**src/ddrmr_pkg.sv**
```systemverilog
// Behaviour
// - Mode write needs all-idle banks, CKE high.
// - Capture address A0..A12 on mode write.
// - Rewrite allowed in operation when banks idle.
// - Fields: burst length, ordering, CAS latency.
// - Bit 7 selects test mode, normally low.
// - Bit 8 high requests DLL reset.
// - Burst order: wrap sequential or XOR interleave.
`default_nettype none
package ddrmr_pkg;

  // ==========================================================
  // Field layout and reset values
  localparam int          ADDR_W        = 13;
  localparam int          BL_LSB        = 0;
  localparam int          AM_BIT        = 3;
  localparam int          CL_LSB        = 4;
  localparam int          TM_BIT        = 7;
  localparam int          DR_BIT        = 8;
  localparam int          EM_DLL_BIT    = 0;
  localparam int          AP_BIT        = 10;
  localparam logic [12:0] MODE_RST      = 13'h0000;
  localparam logic [2:0]  BL_CODE_2     = 3'h1;
  localparam logic [2:0]  BL_CODE_4     = 3'h2;
  localparam logic [2:0]  BL_CODE_8     = 3'h3;
  localparam logic [2:0]  MASK_2        = 3'h1;
  localparam logic [2:0]  MASK_4        = 3'h3;
  localparam logic [2:0]  MASK_8        = 3'h7;

  // ==========================================================
  // Timing counts in CK cycles, and minimum refresh command count
  localparam logic [1:0]  MRS_CK_CYC    = 2'h2;
  localparam logic [7:0]  DLL_LOCK_CYC  = 8'hC8;
  localparam logic [1:0]  MIN_REFRESH   = 2'h2;

  // ==========================================================
  // Types
  typedef struct packed {
    logic        cke;
    logic        cs_n;
    logic        ras_n;
    logic        cas_n;
    logic        we_n;
    logic [1:0]  ba;
    logic [12:0] a;
  } ddrmr_pins_t;

  typedef struct packed {
    logic [3:0] vendor;
    logic       dll_reset;
    logic       test_mode;
    logic [2:0] cas_lat;
    logic       interleave;
    logic [2:0] burst_len;
  } ddrmr_mode_t;

  typedef enum {
    ST_POWER, ST_PRE1, ST_EMRS, ST_MID, ST_REFRESH, ST_READY
  } ddrmr_init_t;

endpackage : ddrmr_pkg
`default_nettype wire

```
**src/ddrmr_burst.sv**
```systemverilog
`timescale 1ns/10ps
`default_nettype none
module ddrmr_burst
  import ddrmr_pkg::*;
(
  // Clock and reset
  input  wire logic       mclk,
  input  wire logic       rstn,
  // Burst setup
  input  wire logic [2:0] burst_len,
  input  wire logic       interleave,
  // Column step
  input  wire logic       step,
  input  wire logic [2:0] start,
  input  wire logic [2:0] idx,
  output logic      [2:0] col_o,
  output logic            col_vld_o
);

  logic [2:0] col_r, col_nxt;
  logic       vld_r, vld_nxt;
  logic [2:0] mask;

  // ==========================================================
  // Column order
  always_comb
  begin
    case (burst_len)
      BL_CODE_2: mask = MASK_2;
      BL_CODE_4: mask = MASK_4;
      BL_CODE_8: mask = MASK_8;
      default:   mask = MASK_8;
    endcase
    vld_nxt = step;
    col_nxt = col_r;
    if (step)
    begin
      if (interleave)
        col_nxt = ((start ^ idx) & mask) | (start & ~mask);
      else
        col_nxt = (3'(start + idx) & mask) | (start & ~mask);
    end
  end

  always_ff @(posedge mclk)
  begin
    if (!rstn)
    begin
      col_r <= 3'h0;
      vld_r <= 1'b0;
    end
    else
    begin
      col_r <= col_nxt;
      vld_r <= vld_nxt;
    end
  end

  assign col_o     = col_r;
  assign col_vld_o = vld_r;
endmodule : ddrmr_burst
`default_nettype wire

```
**src/ddrmr_top.sv**
```systemverilog
`timescale 1ns/10ps
`default_nettype none
module ddrmr_top
  import ddrmr_pkg::*;
(
  // Clock and reset
  input  wire logic        mclk,
  input  wire logic        rstn,
  // Memory pins
  input  wire logic        ck,
  input  wire logic        cke,
  input  wire logic        cs_n,
  input  wire logic        ras_n,
  input  wire logic        cas_n,
  input  wire logic        we_n,
  input  wire logic [1:0]  ba,
  input  wire logic [12:0] a,
  // Mode state
  output ddrmr_mode_t      mode_o,
  output logic             dll_en_o,
  output logic             dll_locked_o,
  output logic             read_ok_o,
  output logic             mrs_busy_o,
  output logic             init_done_o,
  output logic             cmd_reject_o,
  // Burst column order
  input  wire logic        burst_step,
  input  wire logic [2:0]  burst_start,
  input  wire logic [2:0]  burst_idx,
  output logic      [2:0]  burst_col_o,
  output logic             burst_col_vld_o
);

  // ==========================================================
  // Pin synchronisers
  ddrmr_pins_t pins_s1, pins_s2, pins_s3;
  logic        ck_s1, ck_s2, ck_s3, ck_lvl_r, ck_lvl_nxt;
  logic        ck_rise;

  always_ff @(posedge mclk)
  begin
    if (!rstn)
    begin
      pins_s1  <= '0;
      pins_s2  <= '0;
      pins_s3  <= '0;
      ck_s1    <= 1'b0;
      ck_s2    <= 1'b0;
      ck_s3    <= 1'b0;
      ck_lvl_r <= 1'b0;
    end
    else
    begin
      pins_s1  <= '{cke, cs_n, ras_n, cas_n, we_n, ba, a};
      pins_s2  <= pins_s1;
      pins_s3  <= pins_s2;
      ck_s1    <= ck;
      ck_s2    <= ck_s1;
      ck_s3    <= ck_s2;
      ck_lvl_r <= ck_lvl_nxt;
    end
  end

  // CK level changes only once two stages agree
  always_comb
  begin
    ck_lvl_nxt = (ck_s2 == ck_s3) ? ck_s3 : ck_lvl_r;
    ck_rise    = (ck_s2 == ck_s3) && ck_s3 && !ck_lvl_r;
  end

  // ==========================================================
  // Command decode
  function automatic logic is_cmd(ddrmr_pins_t p, logic ras, logic cas, logic we);
    is_cmd = p.cke && !p.cs_n && p.ras_n == ras && p.cas_n == cas && p.we_n == we;
  endfunction : is_cmd

  logic cmd_mrs, cmd_emrs, cmd_pre, cmd_pre_all, cmd_ref, cmd_act;
  logic banks_idle, mrs_acc, emrs_acc;

  always_comb
  begin
    cmd_mrs     = ck_rise && is_cmd(pins_s3, 1'b0, 1'b0, 1'b0) && !pins_s3.ba[0];
    cmd_emrs    = ck_rise && is_cmd(pins_s3, 1'b0, 1'b0, 1'b0) && pins_s3.ba[0];
    cmd_pre     = ck_rise && is_cmd(pins_s3, 1'b0, 1'b1, 1'b0);
    cmd_pre_all = cmd_pre && pins_s3.a[AP_BIT];
    cmd_ref     = ck_rise && is_cmd(pins_s3, 1'b0, 1'b0, 1'b1);
    cmd_act     = ck_rise && is_cmd(pins_s3, 1'b0, 1'b1, 1'b1);
  end

  // ==========================================================
  // Bank state and mode register
  logic [3:0]  open_r, open_nxt;
  logic [12:0] mode_r, mode_nxt;
  logic        dll_en_r, dll_en_nxt;
  logic        rej_r, rej_nxt;

  always_comb
  begin
    banks_idle = (open_r == 4'h0);
    // Commands during a pending mode write still reach the decoder
    mrs_acc    = cmd_mrs && banks_idle;
    emrs_acc   = cmd_emrs && banks_idle;
    open_nxt   = open_r;
    if (cmd_act)
      open_nxt[pins_s3.ba] = 1'b1;
    if (cmd_pre_all)
      open_nxt = 4'h0;
    else if (cmd_pre)
      open_nxt[pins_s3.ba] = 1'b0;
    mode_nxt   = mrs_acc ? pins_s3.a : mode_r;
    dll_en_nxt = emrs_acc ? !pins_s3.a[EM_DLL_BIT] : dll_en_r;
    rej_nxt    = (cmd_mrs || cmd_emrs) && !banks_idle;
  end

  always_ff @(posedge mclk)
  begin
    if (!rstn)
    begin
      open_r   <= 4'h0;
      mode_r   <= MODE_RST;
      dll_en_r <= 1'b0;
      rej_r    <= 1'b0;
    end
    else
    begin
      open_r   <= open_nxt;
      mode_r   <= mode_nxt;
      dll_en_r <= dll_en_nxt;
      rej_r    <= rej_nxt;
    end
  end

  // ==========================================================
  // Write completion and DLL lock timers, in CK cycles
  logic [1:0] busy_r, busy_nxt;
  logic [7:0] lock_r, lock_nxt;
  logic       dll_rst_req;

  always_comb
  begin
    dll_rst_req = mrs_acc && pins_s3.a[DR_BIT];
    busy_nxt    = busy_r;
    if (mrs_acc || emrs_acc)
      busy_nxt = MRS_CK_CYC;
    else if (ck_rise && busy_r != 2'h0)
      busy_nxt = busy_r - 2'h1;
    lock_nxt = lock_r;
    if (dll_rst_req || (emrs_acc && !pins_s3.a[EM_DLL_BIT] && !dll_en_r))
      lock_nxt = DLL_LOCK_CYC;
    else if (ck_rise && lock_r != 8'h00)
      lock_nxt = lock_r - 8'h01;
  end

  always_ff @(posedge mclk)
  begin
    if (!rstn)
    begin
      busy_r <= 2'h0;
      lock_r <= DLL_LOCK_CYC;
    end
    else
    begin
      busy_r <= busy_nxt;
      lock_r <= lock_nxt;
    end
  end

  // ==========================================================
  // Start-up sequence tracker
  ddrmr_init_t st_r, st_nxt;
  logic        got_rst_r, got_rst_nxt;
  logic        got_pre_r, got_pre_nxt;
  logic [1:0]  ref_r, ref_nxt;

  always_comb
  begin
    st_nxt      = st_r;
    got_rst_nxt = got_rst_r;
    got_pre_nxt = got_pre_r;
    ref_nxt     = ref_r;
    case (st_r)
      ST_POWER:
        if (ck_rise && pins_s3.cke)
          st_nxt = ST_PRE1;
      ST_PRE1:
        if (cmd_pre_all)
          st_nxt = ST_EMRS;
      ST_EMRS:
        if (emrs_acc && !pins_s3.a[EM_DLL_BIT])
          st_nxt = ST_MID;
      ST_MID:
      begin
        // Either order of DLL reset and precharge is fine
        if (dll_rst_req)
          got_rst_nxt = 1'b1;
        if (cmd_pre_all)
          got_pre_nxt = 1'b1;
        if (cmd_ref && (got_pre_r || cmd_pre_all) && ref_r != MIN_REFRESH)
          ref_nxt = ref_r + 2'h1;
        if ((got_rst_r || dll_rst_req) && (got_pre_r || cmd_pre_all))
          st_nxt = ST_REFRESH;
      end
      ST_REFRESH:
      begin
        if (cmd_ref && ref_r != MIN_REFRESH)
          ref_nxt = ref_r + 2'h1;
        if (mrs_acc && !pins_s3.a[DR_BIT] && ref_r == MIN_REFRESH)
          st_nxt = ST_READY;
      end
      ST_READY:
        st_nxt = ST_READY;
      default:
        st_nxt = ST_POWER;
    endcase
  end

  always_ff @(posedge mclk)
  begin
    if (!rstn)
    begin
      st_r      <= ST_POWER;
      got_rst_r <= 1'b0;
      got_pre_r <= 1'b0;
      ref_r     <= 2'h0;
    end
    else
    begin
      st_r      <= st_nxt;
      got_rst_r <= got_rst_nxt;
      got_pre_r <= got_pre_nxt;
      ref_r     <= ref_nxt;
    end
  end

  // ==========================================================
  // Outputs
  assign mode_o       = ddrmr_mode_t'(mode_r);
  assign dll_en_o     = dll_en_r;
  assign dll_locked_o = dll_en_r && lock_r == 8'h00;
  assign read_ok_o    = dll_en_r && lock_r == 8'h00 && st_r == ST_READY;
  assign mrs_busy_o   = busy_r != 2'h0;
  assign init_done_o  = st_r == ST_READY;
  assign cmd_reject_o = rej_r;

  ddrmr_burst u_burst (
    .mclk       (mclk),
    .rstn       (rstn),
    .burst_len  (mode_o.burst_len),
    .interleave (mode_o.interleave),
    .step       (burst_step),
    .start      (burst_start),
    .idx        (burst_idx),
    .col_o      (burst_col_o),
    .col_vld_o  (burst_col_vld_o)
  );
endmodule : ddrmr_top
`default_nettype wire

```
**config.mk**
```make
export PLATFORM = sky130hd
export DESIGN_NAME = ddrmr_top
export DESIGN_NICKNAME = d
export VERILOG_FILES = /design/src/ddrmr_pkg.sv /design/src/ddrmr_burst.sv /design/src/ddrmr_top.sv
export SDC_FILE = /design/constraint.sdc
export NUM_CORES = 1
export LEC_CHECK = 0
export ABC_AREA = 1
export BUFFER_PORTS_ARGS = -buffer_cell sky130_fd_sc_hd__buf_2
export CORE_MARGIN = 1.5
export CORE_UTILIZATION = 51
export DETAILED_ROUTE_END_ITERATION = 10
export MAX_ROUTING_LAYER = met4
export PLACE_DENSITY = 0.75
export RECOVER_POWER = 100
export SETUP_SLACK_MARGIN = 0.2
export SKIP_CTS_REPAIR_TIMING = 1
export SYNTH_ARGS = -nofsm -noshare
export SYNTH_HDL_FRONTEND = slang
export SYNTH_SLANG_ARGS = --single-unit
```
**constraint.sdc**
```tcl
create_clock -name mclk -period 1.5 [get_ports mclk]
set_input_delay 0.15 -clock mclk [delete_from_list [all_inputs] [get_ports mclk]]
set_output_delay 0.15 -clock mclk [all_outputs]
set_load 0.02 [all_outputs]
```
Word-level counts from Yosys, hierarchy flattened
Cells that the tools add are included.
Cells by class
  eq/ne operators: 18
  reductions and logical operators: 61
  order comparisons: 2
  bitwise logic cells: 14
  mux-type cells: 17
  add/subtract/negate cells: 4
Operator list (count)
  $pmux 32 s6: 1
  $mux 32: 5
  $eq 32x2->1 const B: 2
  $eq 32x3->1 const B: 2
  $logic_and 1x1->1: 35
  $eq 32x1->1 const B: 1
  $eq 32x4->1 const B: 1
  $logic_not 32->1: 1
  $ne 2x2->1 const B: 8
  $and 3x3->3: 3
  $logic_not 8->1: 1
  $mux 2: 4
  $mux 4: 2
  $reduce_bool 8->1: 1
  $sub 8x1->8 const B: 1
  $logic_not 1->1: 7
  $or 3x3->3: 2
  $pmux 3 s2: 1
  $reduce_bool 2->1: 3
  $reduce_or 2->1: 3
  $logic_or 1x1->1: 5
  $reduce_and 5->1: 1
  $and 4x4->4: 1
  $logic_not 4->1: 1
  20 further kinds: 24
Storage, ports and cells
  logic and storage cells: 154
  input bits: 30
  output and inout bits: 23
  bits in registers: 133

Depth between registers and ports, before layout
  word-level depth: 13
  depth in mapped cells: 12
  depth with buffers taken out: 12

Cells and area by module
Synthesis repeated with hierarchy kept, for this count alone.
Unflattened totals
  cell total of the unflattened synthesis: 487
  area, all modules: 3932.5 µm²
By module, submodules not included
  ddrmr_top: times used 1, area each 3653.5 µm², cells each 445
  ddrmr_burst: times used 1, area each 279.0 µm², cells each 42

Worst setup path before layout
Ideal clock, no wire load.
  path kind: reg2out
  start: reg lock_r[3]
  end: out read_ok_o
  data required time: 1.350 ns
  cell stages (with the launch flop): 6
  arrival time: 1.373 ns
  path slack: -0.023 ns
  path buffers: 0
  cells stage by stage: dfxtp_1 inv_2 nand2_1 nor3_2 nand4_1 nor4_1
Between the ends
  longest elaborated chain between the ends: 3
Ends and longest elaborated chain
  start: declaration: line ddrmr_top.sv:136  | logic [7:0] lock_r, lock_nxt;
  start signal: assignment: line ddrmr_top.sv:164  | lock_r <= lock_nxt;
  $logic_not 8->1: line ddrmr_top.sv:240  | assign read_ok_o = dll_en_r && lock_r == 8'h00 && st_r == ST_READY;
  $logic_and 1x1->1 (2 in series): line ddrmr_top.sv:240
  end: declaration: line ddrmr_top.sv:22  | output logic read_ok_o,
Every way passes these cells.

Worst setup path after layout
Ends and elaborated chain as after synthesis.

==> qor.yml <==
grt:
  grt_antenna_before_repair: 0
  overflow: 0
  busiest_layer: "met2"
  grt_max_degree: 47
  met1_usage: 0.191
  grtUsageMet3: 0.0345
  first_global_vias: 2714
  grt_use_total: 0.171
  grt_pass1_wl_um: 11000
  use_met2: 0.285
synthesis:
  netlist.area_leader.share: 0.533
  synth_top_family_by_area: "simple AND/OR/NAND/NOR gates"
  synth_xor_area_frac: 0.0135
  ys_seq_area_frac: 0.533
  synth_cell_types: 34
  synth_area_um2: 3910
  yosysTopAreaCell: "dfxtp_1"
  yosys_warnings: 0
  synthTopCellsByArea: "dfxtp_1 (53%), inv_1 (11%), nand2_1 (10%)"
  syn_avg_cell_area_um2: 8.02
  synthCells: 487
  synth_compound_area_frac: 0.0750
  synth_adder_area_share: 0.0275
  synthMuxAreaShare: 0
  synth-simple-area-share: 0.225
  ys_ff_latch: 104
  synth_nets: 525
timing:
  slew_headroom: 0.372
  finClkSkew_ps: 10.1
  hold_viol: 0
  finalSetupTns_ps: -5850
  grt_setup_unrepaired: "yes"
  slew_violations: 0
  whs_ps: 54.1
  fin_ws_ps: -265
  period_share: 1.18
  min_period_ps: 1770
  finalSetupViolations: 34
  tightest_slew_ps: 942
  fmax_mhz: 566
die:
  boundaryPins: 53
  rows: 31
  coreArea_um2: 7330
  die_height_um: 90.5
  die-area_um2: 8190
  die_w_um: 90.5
  start_util: 0.533
placed_design:
  portBuffers: 52
  dpl.hpwl_um: 4740
  gp_congestion: 0.825
layout:
  final_cell_mix: "inv_1 (96), dfxtp_1 (95), nand2_1 (92), nor2_1 (37), buf_2 (29)"
  num_antenna_cells: 0
  nets: 634
  layout_commonest_cell: "inv_1"
  syn2layout_area_growth_pct: 36.7
  drive_gt1_frac: 0.324
  fin_util: 0.728
clock_network:
  clk_pin_slew_ps: 110
  insertion_delay_ps: 370
  cts.sinks: 104
  cts_tree: "yes"
  clockBufferDepth: 2
  cts_root_buf: "clkbuf_8"
  ctsHtreeMaxLevel: 3
  cts_made_buffers: 9
route:
  via_per_inst: 4.62
  drc: 0
  ant_nets: 0
  vias: 3236
  routed_wl_um: 8090
  first_pass_iters: 4
  routedWlPerCell_um: 11.6
  drtIter0Drc: 207
setup_path:
  setup.worst_path.class: "reg2out"
  cp-end-kind: "output pin"
  startpoint_type: "flip-flop"
  worstPathMaxFanout: 4
  cp_data_required_time_ps: 1350
  critPathArrivalTime_ps: 1620
pwr:
  power_leakage_nw: 2.69
  p_per_area_nw_per_um2: 973
  peakVddDrop_v: 0.000623
run_status:
  violations: "setup timing"
  status: "finished, violations left"
min_path:
  worstHoldPathType: "in2reg"
run:
  maxCapViolCount: 0
[path summary, 6_finish.rpt]
| check | slack [ps] | start | cells after the start | end |
|---|---|---|---|---|
| worst max-delay path | -270 | lock_r[3]$_SDFFE_PP1P_ | 7 | read_ok_o |
| worst min register to register | 410 | pins_s2[15]$_SDFF_PN0_ | 2 | pins_s3[15]$_SDFF_PN0_ |
| worst min-delay path | 50 | burst_step | 3 | u_burst.col_vld_o$_SDFF_PN0_ |
| worst max register to register | -260 | ck_s2$_SDFF_PN0_ | 12 | st_r[0]$_SDFFE_PN0P_ |
[logic make-up after synthesis]
group / count (synthesis)
DFF: 104
and+or+nand+nor: 190
xor gates and xnor gates: 6
AOI/OAI and AO/OA: 51
buffers and inverters: 128
adders and majority gates: 8
[per-stage QoR]
stage                     area (um^2)  setup WS, ps  cells  power, mW
after detailed placement         4420          -125    649       3.39
after floorplan                  3910          3.76    487       3.27
final                            5340          -265    700       5.19
after global placement           4420         -51.1    649       3.38
after global routing             5340          -365    700       5.43
after CTS                        4620          -314    665       5.11
[power by group]
| group | switching, mW | internal (mW) | total (mW) |
|---|---|---|---|
| Combinational | 0.321 | 0.223 | 0.544 |
| Clock | 1.06 | 0.677 | 1.74 |
| Sequential | 0.0531 | 2.86 | 2.92 |
| Total | 1.43 | 3.76 | 5.19 |
[per-layer routing]
layer  vias up  part of all wire
met5         -                 0
met4         0             0.016
met3        15             0.043
met2        67              0.52
met1      1471              0.42
li1       1683                 -
[layout make-up]
class	instances	area, um^2
Clock buffer	9	124
Fill cell	542	1990
Timing Repair inverter	1	16.3
Sequential cell	104	2100
Timing Repair Buffer	110	768
Tap cell	99	124
Clock inverter	7	81.3
Multi-Input combinational cell	255	1670
Inverter	115	457
[cells in the mapped netlist]
cell type,n
nand2_2,3
inv_2,4
nand3_1,4
xor2_1,5
nand4_4,1
o221ai_1,1
nor3_4,1
inv_4,1
nor2_8,1
or2_2,1
ha_1,7
a211oi_1,2
xnor2_1,1
a31oi_1,1
clkbuf_1,10
o211ai_1,5
dfxtp_1,104
a21oi_2,1
fa_1,1
o21ai_0,17
nor2_4,3
buf_4,2
nand2_1,105
nor2_2,2
nor3_1,4
buf_2,1
nor4_1,4
nand3_2,5
inv_1,110
nor2_1,48
a311oi_1,3
nor3_2,3
a21oi_1,21
nand4_1,5
[worst max-delay path: stages (launching register included)]
cell     delay [ps]
dfxtp_2         350
inv_4            70
nand2_4          60
nor3_4          170
nand4_1         130
buf_4           160
nor4_2          110
buf_2           200
[registers in the layout, summed over array words and instances, names as in the netlist]
name               flops
u_burst.col_o          3
u_burst.col_vld_o      1
pins_s2               20
ck_s1                  1
got_rst_r              1
mode_o                13
ck_s3                  1
ref_r                  2
busy_r                 2
ck_s2                  1
ck_lvl_r               1
st_r                   3
dll_en_o               1
pins_s1               20
got_pre_r              1
pins_s3               20
cmd_reject_o           1
lock_r                 8
open_r                 4
(Power assumes the default switching activity.)
